===== config.mk =====
export PLATFORM = sky130hd
export DESIGN_NAME = ccs_regs
export DESIGN_NICKNAME = d
export VERILOG_FILES = /design/src/design/ccs_pkg.sv /design/src/design/ccs_regs.sv
export SDC_FILE = /design/constraint.sdc
export NUM_CORES = 1
export LEC_CHECK = 0
export BUFFER_PORTS_ARGS = -buffer_cell sky130_fd_sc_hd__buf_2
export CELL_PAD_IN_SITES_DETAIL_PLACEMENT = 0
export CELL_PAD_IN_SITES_GLOBAL_PLACEMENT = 1
export CORE_MARGIN = 2
export CORE_UTILIZATION = 35
export CTS_BUF_LIST = sky130_fd_sc_hd__clkbuf_8
export CTS_CLUSTER_SIZE = 40
export DETAILED_ROUTE_END_ITERATION = 10
export GPL_TIMING_DRIVEN = 0
export PLACE_DENSITY_LB_ADDON = 0.1
export RECOVER_POWER = 25
export SLEW_MARGIN = 20
export SYNTH_ARGS = -nofsm -noshare
export SYNTH_HDL_FRONTEND = slang
export SYNTH_SLANG_ARGS = --single-unit
export TNS_END_PERCENT = 30

===== constraint.sdc =====
create_clock -name clk -period 2.2 [get_ports clk]
set_input_delay 0.11 -clock clk [delete_from_list [all_inputs] [get_ports clk]]
set_output_delay 0.11 -clock clk [all_outputs]
set_load 0.02 [all_outputs]

===== src/design/ccs_pkg.sv =====
// Package for the processor control and status register block.
// Assumes one 20 MHz clock and a core that presents single-cycle command pulses.
package ccs_pkg;

    // Clock and timer tick rates, in Hz
    localparam int unsigned CLK_HZ       = 20_000_000;
    localparam int unsigned FAST_TICK_HZ = 100_000;
    localparam int unsigned SLOW_TICK_HZ = 10_000;
    // Clock cycles per timer tick, derived from the rates
    localparam int unsigned FAST_DIV     = CLK_HZ / FAST_TICK_HZ;
    localparam int unsigned SLOW_DIV     = CLK_HZ / SLOW_TICK_HZ;

    // I/O address of the configuration word read
    localparam logic [15:0] CFG_IO_ADDR  = 16'h8410;

    // Fault bit positions (vector index equals documented bit number)
    localparam int FT_CPU_PROT   = 0;
    localparam int FT_EXT_PROT   = 1;
    localparam int FT_PARITY     = 2;
    localparam int FT_ILL_IO     = 5;
    localparam int FT_SYS0       = 7;
    localparam int FT_ILL_MEM    = 8;
    localparam int FT_ILL_INSTR  = 9;
    localparam int FT_PRIV       = 10;
    localparam int FT_ADDR_STATE = 11;
    localparam int FT_BUILTIN_TEST_FAULT       = 13;
    localparam int FT_SYS1       = 15;
    // Severity classes of fault bits
    localparam logic [15:0] FT_MAJOR_MASK   = 16'h0521;
    localparam logic [15:0] FT_UNREC_MASK   = 16'h0B85;
    localparam logic [15:0] FT_UNCLASS_MASK = 16'hA006;

    // Status word fields
    localparam int SW_FLAG_LSB = 0;
    localparam int SW_PS_LSB   = 8;
    localparam int SW_AS_LSB   = 12;
    localparam logic [15:0] SW_WRITE_MASK = 16'hFF0F;

    // Configuration word bits
    localparam int CFG_MMU     = 0;
    localparam int CFG_BPU     = 1;
    localparam int CFG_CONSOLE = 2;
    localparam int CFG_COPROC  = 3;
    localparam int CFG_LEVEL   = 4;
    localparam logic [15:0] CFG_USED_MASK = 16'h001F;

    // Interrupt positions and sources
    localparam int PI_MACH_ERR  = 1;
    localparam int PI_FP_OVF    = 3;
    localparam int PI_FX_OVF    = 4;
    localparam int PI_EXEC_CALL = 5;
    localparam int PI_FP_UNF    = 6;
    localparam int PI_FAST_TMR  = 7;
    localparam int PI_SLOW_TMR  = 9;
    localparam logic [15:0] PI_EXT_MASK    = 16'hFD05;
    localparam logic [15:0] PI_LVL_ONLY    = 16'h5000;
    localparam logic [15:0] PI_NO_MASK     = 16'h0021;
    localparam logic [15:0] PI_NO_DISABLE  = 16'h0023;

    // Reset values
    localparam logic [15:0] RST_WORD = 16'h0000;

    // Fault events reported by the core, one-cycle pulses
    typedef struct packed {
        logic cpu_prot;
        logic ext_prot;
        logic parity;
        logic ill_io;
        logic sys0;
        logic ill_mem;
        logic ill_instr;
        logic builtin_test_fault;
        logic sys1;
    } ccs_fault_type;

    // Internal interrupt events from the execution core
    typedef struct packed {
        logic fp_ovf;
        logic fx_ovf;
        logic exec_call;
        logic fp_unf;
    } ccs_event_type;

    // Timer I/O commands, index 0 fast timer, index 1 slow timer
    typedef struct packed {
        logic [1:0]  load_start;
        logic [1:0]  halt;
        logic [1:0]  read;
        logic [15:0] wdata;
    } ccs_tmr_cmd_type;

    // Configuration load sequencer states
    typedef enum logic [1:0] {
        CFG_IDLE = 2'b01,
        CFG_WAIT = 2'b10
    } ccs_cfg_state_type;

endpackage


===== src/design/ccs_regs.sv =====
// Dedicated control and status registers of the processor core.
// Assumes core commands are single-cycle pulses and external I/O answers the config read.
// Contract
// - Fault bits 0,1,2,5 for protect, parity, IO
// - Fault bits 7,8,9,13,15; spares read zero
// - Classify faults; raise machine error interrupt
// - Arithmetic updates carry, positive, zero, negative flags
// - Status bits 4 to 7 read zero
// - Access key bits 8-11, address state 12-15
// - Privileged needs state zero, else fault 10
// - No MMU: nonzero address state sets fault 11
// - Interrupt status load aborts on nonzero state without MMU
// - Read config at 8410 on reset, breakpoint
// - Config bits: MMU, block protect, console present
// - Config bit 3 coprocessor; else builtin illegal
// - Config bit 4 selects level or edge
// - Two 16-bit timers at 100 and 10 kHz
// - Timer rollover sets pending bits 7 and 9
// - Load command loads timer and starts counting
// - Timers freeze in console mode
// - Latch requests; bit 0 highest priority
// - Mask zero ignores; save mask and counter
// - External and internal sources; IO levels level-only
// - Power down, exec call unmaskable; machine error
module ccs_regs
    import ccs_pkg::*;
(
    input  wire logic            clk,
    input  wire logic            resetn,
    input  wire ccs_fault_type   fault_evt,
    input  wire ccs_event_type   core_evt,
    input  wire logic            fault_clr,
    input  wire logic            flags_we,
    input  wire logic [3:0]      flags_in,
    input  wire logic            sw_we,
    input  wire logic [15:0]     sw_wdata,
    input  wire logic            int_sw_load,
    input  wire logic [15:0]     int_sw_data,
    input  wire logic            priv_exec,
    input  wire logic            bif_exec,
    input  wire logic            breakpoint,
    input  wire logic            console_mode,
    input  wire logic            glob_disable,
    input  wire logic [15:0]     ext_irq,
    input  wire logic            mask_we,
    input  wire logic [15:0]     mask_wdata,
    input  wire logic            int_ack,
    input  wire logic [3:0]      int_ack_level,
    input  wire logic [15:0]     instruction_counter,
    input  wire ccs_tmr_cmd_type tmr_cmd,
    input  wire logic            cfg_rd_valid,
    input  wire logic [15:0]     cfg_rd_data,
    output logic [15:0]          fault_cause,
    output logic                 fault_major,
    output logic                 fault_unrec,
    output logic                 fault_unclass,
    output logic [15:0]          status_word,
    output logic [15:0]          system_configuration,
    output logic [15:0]          interrupt_pending,
    output logic [15:0]          interrupt_mask,
    output logic                 int_req,
    output logic [3:0]           int_level,
    output logic [15:0]          saved_mask,
    output logic [15:0]          saved_ic,
    output logic                 priv_abort,
    output logic                 bif_illegal,
    output logic                 sw_load_abort,
    output logic                 cfg_rd_req,
    output logic [15:0]          cfg_rd_addr,
    output logic [15:0]          tmr_rdata,
    output logic                 tmr_rvalid
);

    // Register state
    logic [15:0]       fault_r;        // Sticky fault causes
    logic [15:0]       sw_r;           // Status word
    logic [15:0]       cfg_r;          // Configuration word
    logic [15:0]       pend_r;         // Pending interrupts
    logic [15:0]       mask_r;         // Interrupt mask
    logic [15:0]       irq_prev_r;     // Previous external request levels
    logic              major_r;        // Severity outputs
    logic              unrec_r;
    logic              unclass_r;
    logic              int_req_r;      // Service request to core
    logic [3:0]        int_level_r;    // Level of that request
    logic [15:0]       saved_mask_r;   // Mask saved on entry
    logic [15:0]       saved_ic_r;     // Counter saved on entry
    logic              priv_abort_r;
    logic              bif_ill_r;
    logic              sw_abort_r;
    logic [15:0]       cfg_addr_r;
    logic [15:0]       tmr_rdata_r;
    logic              tmr_rvalid_r;
    ccs_cfg_state_type cfg_state_r;
    ccs_cfg_state_type cfg_state_nxt;

    // Next values
    logic [15:0] fault_nxt;
    logic [15:0] sw_nxt;
    logic [15:0] pend_nxt;
    logic [15:0] mask_nxt;

    // Per-timer state, index 0 fast, index 1 slow
    logic [15:0] tmr_cnt_r [2];
    logic [11:0] tmr_pre_r [2];
    logic        tmr_run_r [2];
    logic [1:0]  tmr_wrap;         // Rollover pulses

    // Decoded conditions
    wire logic       mmu_present   = cfg_r[CFG_MMU];
    wire logic [3:0] ps_field      = sw_r[SW_PS_LSB +: 4];
    wire logic [3:0] as_wr_field   = sw_wdata[SW_AS_LSB +: 4];
    wire logic [3:0] as_int_field  = int_sw_data[SW_AS_LSB +: 4];
    wire logic       priv_bad      = priv_exec & (ps_field != 4'h0);
    wire logic       bif_bad       = bif_exec & ~cfg_r[CFG_COPROC];
    wire logic       as_wr_bad     = sw_we & ~mmu_present & (as_wr_field != 4'h0);
    wire logic       as_int_bad    = int_sw_load & ~mmu_present & (as_int_field != 4'h0);

    wire logic [15:0] fault_set = {fault_evt.sys1, 1'b0, fault_evt.builtin_test_fault, 1'b0,
                                   as_wr_bad | as_int_bad, priv_bad,
                                   fault_evt.ill_instr | bif_bad, fault_evt.ill_mem,
                                   fault_evt.sys0, 1'b0, fault_evt.ill_io, 2'b00,
                                   fault_evt.parity, fault_evt.ext_prot, fault_evt.cpu_prot};

    wire logic [15:0] ext_level = PI_LVL_ONLY | (cfg_r[CFG_LEVEL] ? PI_EXT_MASK : RST_WORD);
    wire logic [15:0] ext_set   = PI_EXT_MASK & ((ext_irq & ext_level) | (ext_irq & ~irq_prev_r & ~ext_level));

    // Internal interrupt sources
    logic [15:0] int_set;
    always_comb begin
        int_set = RST_WORD;
        int_set[PI_MACH_ERR]  = |fault_set;
        int_set[PI_FP_OVF]    = core_evt.fp_ovf;
        int_set[PI_FX_OVF]    = core_evt.fx_ovf;
        int_set[PI_EXEC_CALL] = core_evt.exec_call;
        int_set[PI_FP_UNF]    = core_evt.fp_unf;
        int_set[PI_FAST_TMR]  = tmr_wrap[0];
        int_set[PI_SLOW_TMR]  = tmr_wrap[1];
    end

    wire logic [15:0] ack_clr = int_ack ? (16'h0001 << int_ack_level) : RST_WORD;

    // Fault register: set wins over clear, spares stay zero
    assign fault_nxt = (fault_clr ? RST_WORD : fault_r) | fault_set;

    assign pend_nxt  = (pend_r & ~ack_clr) | ext_set | int_set;

    // Mask register load
    assign mask_nxt  = mask_we ? mask_wdata : mask_r;

    wire logic [15:0] mask_eff = mask_r | PI_NO_MASK;
    wire logic [15:0] enabled  = pend_r & mask_eff & (glob_disable ? PI_NO_DISABLE : 16'hFFFF);

    logic [3:0] sel_level;
    always_comb begin
        sel_level = 4'hF;
        for (int i = 15; i >= 0; i--) begin
            if (enabled[i]) begin
                sel_level = 4'(i);
            end
        end
    end

    // Status word next value
    always_comb begin
        sw_nxt = sw_r;
        if (int_sw_load) begin
            if (!as_int_bad) begin
                sw_nxt = int_sw_data & SW_WRITE_MASK;
            end
        end else if (sw_we) begin
            sw_nxt = sw_wdata & SW_WRITE_MASK;
            if (as_wr_bad) begin
                sw_nxt[SW_AS_LSB +: 4] = sw_r[SW_AS_LSB +: 4];
            end
        end
        if (flags_we) begin
            sw_nxt[SW_FLAG_LSB +: 4] = flags_in;
        end
        sw_nxt = sw_nxt & SW_WRITE_MASK;
    end

    // Configuration load sequencer next state
    always_comb begin
        cfg_state_nxt = cfg_state_r;
        unique case (cfg_state_r)
            CFG_IDLE: begin
                if (breakpoint) begin
                    cfg_state_nxt = CFG_WAIT;
                end
            end
            CFG_WAIT: begin
                if (cfg_rd_valid) begin
                    cfg_state_nxt = CFG_IDLE;
                end
            end
            default: cfg_state_nxt = CFG_WAIT;
        endcase
    end

    always_ff @(posedge clk or negedge resetn) begin
        if (!resetn) begin
            cfg_state_r <= CFG_WAIT;
            cfg_r       <= RST_WORD;
            cfg_addr_r  <= CFG_IO_ADDR;
        end else begin
            cfg_state_r <= cfg_state_nxt;
            cfg_addr_r  <= CFG_IO_ADDR;
            if ((cfg_state_r == CFG_WAIT) && cfg_rd_valid) begin
                cfg_r <= cfg_rd_data & CFG_USED_MASK;
            end
        end
    end

    // Core registers
    always_ff @(posedge clk or negedge resetn) begin
        if (!resetn) begin
            fault_r    <= RST_WORD;
            sw_r       <= RST_WORD;
            pend_r     <= RST_WORD;
            mask_r     <= RST_WORD;
            irq_prev_r <= RST_WORD;
        end else begin
            fault_r    <= fault_nxt;
            sw_r       <= sw_nxt;
            pend_r     <= pend_nxt;
            mask_r     <= mask_nxt;
            irq_prev_r <= ext_irq;
        end
    end

    // Severity and abort pulses
    always_ff @(posedge clk or negedge resetn) begin
        if (!resetn) begin
            major_r      <= 1'b0;
            unrec_r      <= 1'b0;
            unclass_r    <= 1'b0;
            priv_abort_r <= 1'b0;
            bif_ill_r    <= 1'b0;
            sw_abort_r   <= 1'b0;
        end else begin
            major_r      <= |(fault_nxt & FT_MAJOR_MASK);
            unrec_r      <= |(fault_nxt & FT_UNREC_MASK);
            unclass_r    <= |(fault_nxt & FT_UNCLASS_MASK);
            priv_abort_r <= priv_bad;
            bif_ill_r    <= bif_bad;
            sw_abort_r   <= as_int_bad;
        end
    end

    // Interrupt request and context save
    always_ff @(posedge clk or negedge resetn) begin
        if (!resetn) begin
            int_req_r    <= 1'b0;
            int_level_r  <= 4'h0;
            saved_mask_r <= RST_WORD;
            saved_ic_r   <= RST_WORD;
        end else begin
            int_req_r    <= |(enabled & ~ack_clr);
            int_level_r  <= sel_level;
            if (int_ack) begin
                saved_mask_r <= mask_r;
                saved_ic_r   <= instruction_counter;
            end
        end
    end

    genvar t;
    generate
        for (t = 0; t < 2; t++) begin : g_tmr
            localparam logic [11:0] DIV = (t == 0) ? 12'(FAST_DIV) : 12'(SLOW_DIV);
            wire logic tick = (tmr_pre_r[t] == DIV - 12'h001);
            wire logic adv  = tmr_run_r[t] & ~console_mode & ~tmr_cmd.load_start[t] & ~tmr_cmd.halt[t];
            assign tmr_wrap[t] = adv & tick & (tmr_cnt_r[t] == 16'hFFFF);

            always_ff @(posedge clk or negedge resetn) begin
                if (!resetn) begin
                    tmr_cnt_r[t] <= RST_WORD;
                    tmr_pre_r[t] <= 12'h000;
                    tmr_run_r[t] <= 1'b0;
                end else if (tmr_cmd.load_start[t]) begin
                    tmr_cnt_r[t] <= tmr_cmd.wdata;
                    tmr_pre_r[t] <= 12'h000;
                    tmr_run_r[t] <= 1'b1;
                end else if (tmr_cmd.halt[t]) begin
                    tmr_run_r[t] <= 1'b0;
                end else if (adv) begin
                    tmr_pre_r[t] <= tick ? 12'h000 : tmr_pre_r[t] + 12'h001;
                    if (tick) begin
                        tmr_cnt_r[t] <= tmr_cnt_r[t] + 16'h0001;
                    end
                end
            end
        end
    endgenerate

    always_ff @(posedge clk or negedge resetn) begin
        if (!resetn) begin
            tmr_rdata_r  <= RST_WORD;
            tmr_rvalid_r <= 1'b0;
        end else begin
            tmr_rvalid_r <= |tmr_cmd.read;
            if (tmr_cmd.read[0]) begin
                tmr_rdata_r <= tmr_cnt_r[0];
            end else if (tmr_cmd.read[1]) begin
                tmr_rdata_r <= tmr_cnt_r[1];
            end
        end
    end

    // Outputs straight from flip-flops, except cfg_rd_req decoded from the sequencer state
    assign fault_cause          = fault_r;
    assign fault_major          = major_r;
    assign fault_unrec          = unrec_r;
    assign fault_unclass        = unclass_r;
    assign status_word          = sw_r;
    assign system_configuration = cfg_r;
    assign interrupt_pending    = pend_r;
    assign interrupt_mask       = mask_r;
    assign int_req              = int_req_r;
    assign int_level            = int_level_r;
    assign saved_mask           = saved_mask_r;
    assign saved_ic             = saved_ic_r;
    assign priv_abort           = priv_abort_r;
    assign bif_illegal          = bif_ill_r;
    assign sw_load_abort        = sw_abort_r;
    assign cfg_rd_req           = (cfg_state_r == CFG_WAIT);
    assign cfg_rd_addr          = cfg_addr_r;
    assign tmr_rdata            = tmr_rdata_r;
    assign tmr_rvalid           = tmr_rvalid_r;

endmodule


## Word level (Yosys, flattened, before mapping)

Index checks and enable logic that the tools add are counted.

| storage, ports and cells | value |
|---|---|
| register bits | 201 |
| bits of input ports | 153 |
| output and inout port bits | 157 |
| logic and storage cells | 160 |

| operators by class | value |
|---|---|
| $add $sub $neg | 4 |
| equal/unequal tests | 13 |
| shifts and indexed selects | 1 |
| muxes and demuxes | 49 |
| bitwise operators | 39 |
| reduce and logical (&&, ||, !) cells | 27 |

Operator list:

| operator | number |
|---|---|
| 2-to-1 mux 16 bit | 17 |
| AND 16 bit | 7 |
| 2-to-1 mux 12 bit | 8 |
| 2-to-1 mux 4 bit | 16 |
| inverter 16 bit | 3 |
| OR 16 bit | 3 |
| adder 16 x 1 -> 16 bit (second input constant) | 2 |
| equality test 16 bit (second input constant) | 2 |
| adder 12 x 1 -> 12 bit (second input constant) | 2 |
| AND 1 bit | 16 |
| OR 16 x 10 -> 16 bit | 1 |
| nonzero test 2 bit | 8 |
| OR reduction 16 bit | 1 |
| left shift 1 x 4 -> 16 bit (first input constant) | 1 |
| equality test 12 x 11 -> 1 bit (second input constant) | 1 |
| equality test 12 x 8 -> 1 bit (second input constant) | 1 |
| nonzero test 4 bit | 3 |
| OR reduction 11 bit | 1 |
| AND reduction 2 bit | 5 |
| AND reduction 3 bit | 3 |
| inequality test 2 bit (second input constant) | 4 |
| OR reduction 4 bit | 2 |
| inverter 1 bit | 7 |
| OR reduction 6 bit | 1 |
| 11 further kinds | 18 |

## Logic depth before layout (Yosys ltp)

| depth | value |
|---|---|
| depth in word-level cells | 17 |
| gate-level depth with buffers | 7 |
| mapped depth without buffers | 6 |

## Least setup slack after synthesis

OpenSTA, ideal clock, no wires.

| timing path | value |
|---|---|
| path type | register -> register |
| start | register tmr_pre_r[15] in the netlist's numbering |
| end | register tmr_cnt_r[28] in the netlist's numbering |
| data arrival time | 2.078 ns |
| data required time | 2.075 ns |
| path slack | -0.002 ns |
| cell stages (with the launch flop) | 6 |
| path buffers | 0 |
| path through | dfrtp_1 > or4_4 > nor4_2 > nand4_1 > xnor2_1 > mux2_2 |

| between the ends | value |
|---|---|
| cells in the longest elaborated chain, start to end | 3 |

RTL lines:

| element | RTL line | RTL |
|---|---|---|
| start, declared | ccs_regs.sv:105 | `logic [11:0] tmr_pre_r [2];` |
| start signal, assigned by index | ccs_regs.sv:288 | `tmr_pre_r[t] <= tick ? 12'h000 : tmr_pre_r[t] + 12'h001;` |
| equality test 12 x 8 -> 1 bit | ccs_regs.sv:272 | `wire logic tick = (tmr_pre_r[t] == DIV - 12'h001);` |
| nonzero test 2 bit (no line) | - |  |
| AND reduction 3 bit (no line) | - |  |
| end signal, assigned by index | ccs_regs.sv:282 | `tmr_cnt_r[t] <= tmr_cmd.wdata;` |
| end signal, assigned by index | ccs_regs.sv:290 | `tmr_cnt_r[t] <= tmr_cnt_r[t] + 16'h0001;` |
| end, declared | ccs_regs.sv:104 | `logic [15:0] tmr_cnt_r [2];` |

Every way passes these cells.
A chain may end at the register's enable or synchronous reset.

## Final worst setup path

| timing path | value |
|---|---|
| start | register tmr_pre_r[16] in the netlist's numbering |
| end | register tmr_cnt_r[23] in the netlist's numbering |

The elaborated chain is that of the path after synthesis.

==> out/results.tsv <==
metric	value	unit
synthTopCellsByArea	dfrtp_1 52%, mux2_2 7.6%, o21ai_0 3.9%	
ys_ff_latch	187	
drc_errors	0	
core	0.0251	mm2
num_vias	7764	
synthFlopType	dfrtp_1	
clk_path_buf_depth	2	
globalplace.congestion	0.830	
drive_gt1_share	32.5	%
cts.sinks	187	
seq_area_frac_synth	52.5	%
peakVddDrop	0.000498	V
finClkSkew	0.0203	ns
grtUsageTotal	19.8	%
antenna_found_initial	0	
die_area	0.0268	mm2
h-tree-depth	4	
root_buffer	clkbuf_8	
utilization	49.8	%
grt_pass1_vias	7688	
routed_wirelength	26200	um
use_met3	3.91	%
p_per_area	665	mW/mm2
use_met1	26.3	%
n_antenna_cell	0	
placed_area	0.0107	mm2
std_cell_rows	58	
fp.dieH	164	um
initial_core_util	35.5	%
cp-end-kind	register	
finalCritPeriodShare	101	%
synth_area	0.00891	mm2
grt_overflow	0	
total_power	0.00832	W
synth_edf_count	0	
wire_per_inst	16.2	um
slew_violations	0	
hpwl	19100	um
hold_class	input port to register	
violations	negative setup slack	
ys_warn_count	0	
finalInstanceArea	0.0125	mm2
fin_tns_setup	-0.0161	ns
die_width	164	um
cts_tree	done	
required	2.55	ns
cp-start-kind	register	
r2r_cells	6	
fmax	451	MHz
critical_path_arrival	2.56	ns
synth_top_area_share	52.2	%
post_synth.cell_area_avg	10.6	um2
drtAntennaViolNets	0	
fin_cells	1616	
layout_commonest_cell	buf_2	
clk_pin_slew	0.11	ns
power.leakage	5.70	nW
grt_util_met2	32.6	%
hold-path-cell-count	4	
worst_pin_slew	0.949	ns
first_pass_iters	5	
async_flop_share	100	%
dp_cells	1450	
vias_per_cell	4.80	
path_max_fanout	10	
nets	1430	
clock_latency	0.47	ns
synth_top_area_cell	dfrtp_1	
max-slew-margin-rel	36.7	%
synthCells	843	
io_buffers	241	
ios	310	
grt_max_degree	90	
rsz0062_at_grt	true	
maxCapViolCount	0	
outcome	finished with violations	
first_iter_violations	478	
worst_slack	-0.0161	ns
critPathKind	register to register	
most-common-layout-cells	236 x buf_2, 186 x dfrtp_1, 112 x dlygate4sd3_1	
busiest_layer	met2	
areaGrowthSynthToFinish	40.2	%
setup_viol	1	
cts_made_buffers	17	
hold_violations	0	
finalCriticalPeriod	2.22	ns
grt_pass1_wl	41700	um
synth_cell_types	63	
-- synth_stat cells (all sizes together) (5+ instances only) --
cell type	instances
and2	5
xor2	21
o21a	5
nand4	19
nand3	25
mux2	60
a21oi	32
xnor2	19
a21o	12
o21ai	81
nor4	18
nor3	17
inv	25
mux2i	31
dfrtp	186
nor2	38
buf	39
nand2	90
and3	8
nand2b	15
clkbuf	28
-- path summary, 6_finish.rpt --
check | start | to | slack, ns
max | tmr_pre_r[16] | tmr_cnt_r[23] | -0.02
min in group asynchronous | resetn | saved_ic[1] | 0.31
max in group asynchronous | resetn | tmr_cnt_r[8] | 0.52
min reg2reg | system_configuration[3] | bif_illegal | 0.48
min | sw_wdata[2] | status_word[2] | 0.06
max reg2reg | tmr_pre_r[16] | tmr_cnt_r[23] | -0.02
-- power by group --
part | leakage [nW] | switching [W] | internal, W
Combinational | 3.29 | 0.00112 | 0.000823
Sequential | 2.22 | 0.000280 | 0.00379
Clock | 0.195 | 0.00137 | 0.000938
Total | 5.70 | 0.00277 | 0.00555
-- layer usage --
metal  wire [um]  vias to the layer above
met5           0                        -
met4         539                        0
met3        1450                       36
met2       12400                      244
met1       11900                     3707
li1            -                     3777
-- through the flow --
| step | setup WS (ns) | hold WS [ns] |
|---|---|---|
| after floorplan | 0.0181 | -0.186 |
| after global placement | -2.27 | 0.234 |
| after detailed placement | -0.156 | -0.0602 |
| after CTS | -0.0858 | 0.0114 |
| after global routing | -0.0885 | 0.0867 |
| final | -0.0161 | 0.0599 |
-- sequential cells by signal, summed over array words and instances (netlist names), 2 cells and up --
signal and count:
tmr_cnt_r 32, interrupt_mask 16, fault_cause 11, status_word 12
system_configuration 5, saved_mask 16, tmr_pre_r 24, irq_prev_r 7
tmr_rdata 16, tmr_run_r 2, saved_ic 16, cfg_state_r 2
interrupt_pending 16, int_level 4
-- final cells by class --
| cell class | count | area [um2] |
|---|---|---|
| flip-flops and latches | 187 | 4680 |
| clock inverters | 15 | 153 |
| clock buffers | 17 | 234 |
| inverters | 26 | 97.6 |
| fillers | 2432 | 12600 |
| well taps | 330 | 413 |
| plain buffers | 67 | 405 |
| repair buffers | 377 | 2530 |
| multi-input cells | 597 | 3980 |
-- what timing repair did --
item                       4_1_cts  5_1_grt
hold endpoints to repair       311        0
setup endpoints to repair       32       31
setup buffers                    8       14
hold buffers                   112        0
pin swaps                        3        8
resized for setup               16        6
-- critical path, stage by stage, from the launching register on --
cell	delay, ns
dfrtp_1	0.41
or3_4	0.43
or4_4	0.60
buf_12	0.18
nor4_4	0.22
xnor2_1	0.17
o21ai_1	0.08
-- kinds of logic (layout without fill, tap and decap cells) --
| logic type | after synthesis | after routing | share of synthesized area (%) |
|---|---|---|---|
| buffers and inverters | 93 | 502 | 5.53 |
| AO/OA/AOI/OAI | 163 | 163 | 10.8 |
| other | 2 | 36 | 0.0842 |
| XOR/XNOR | 40 | 40 | 3.93 |
| multiplexers | 91 | 91 | 11.1 |
| flip-flops | 187 | 187 | 52.5 |
| adder cells (fa/ha/maj) | 4 | 4 | 0.561 |
| AND/OR/NAND/NOR | 263 | 263 | 15.5 |
No activity file was read; power rests on OpenSTA's default activity.
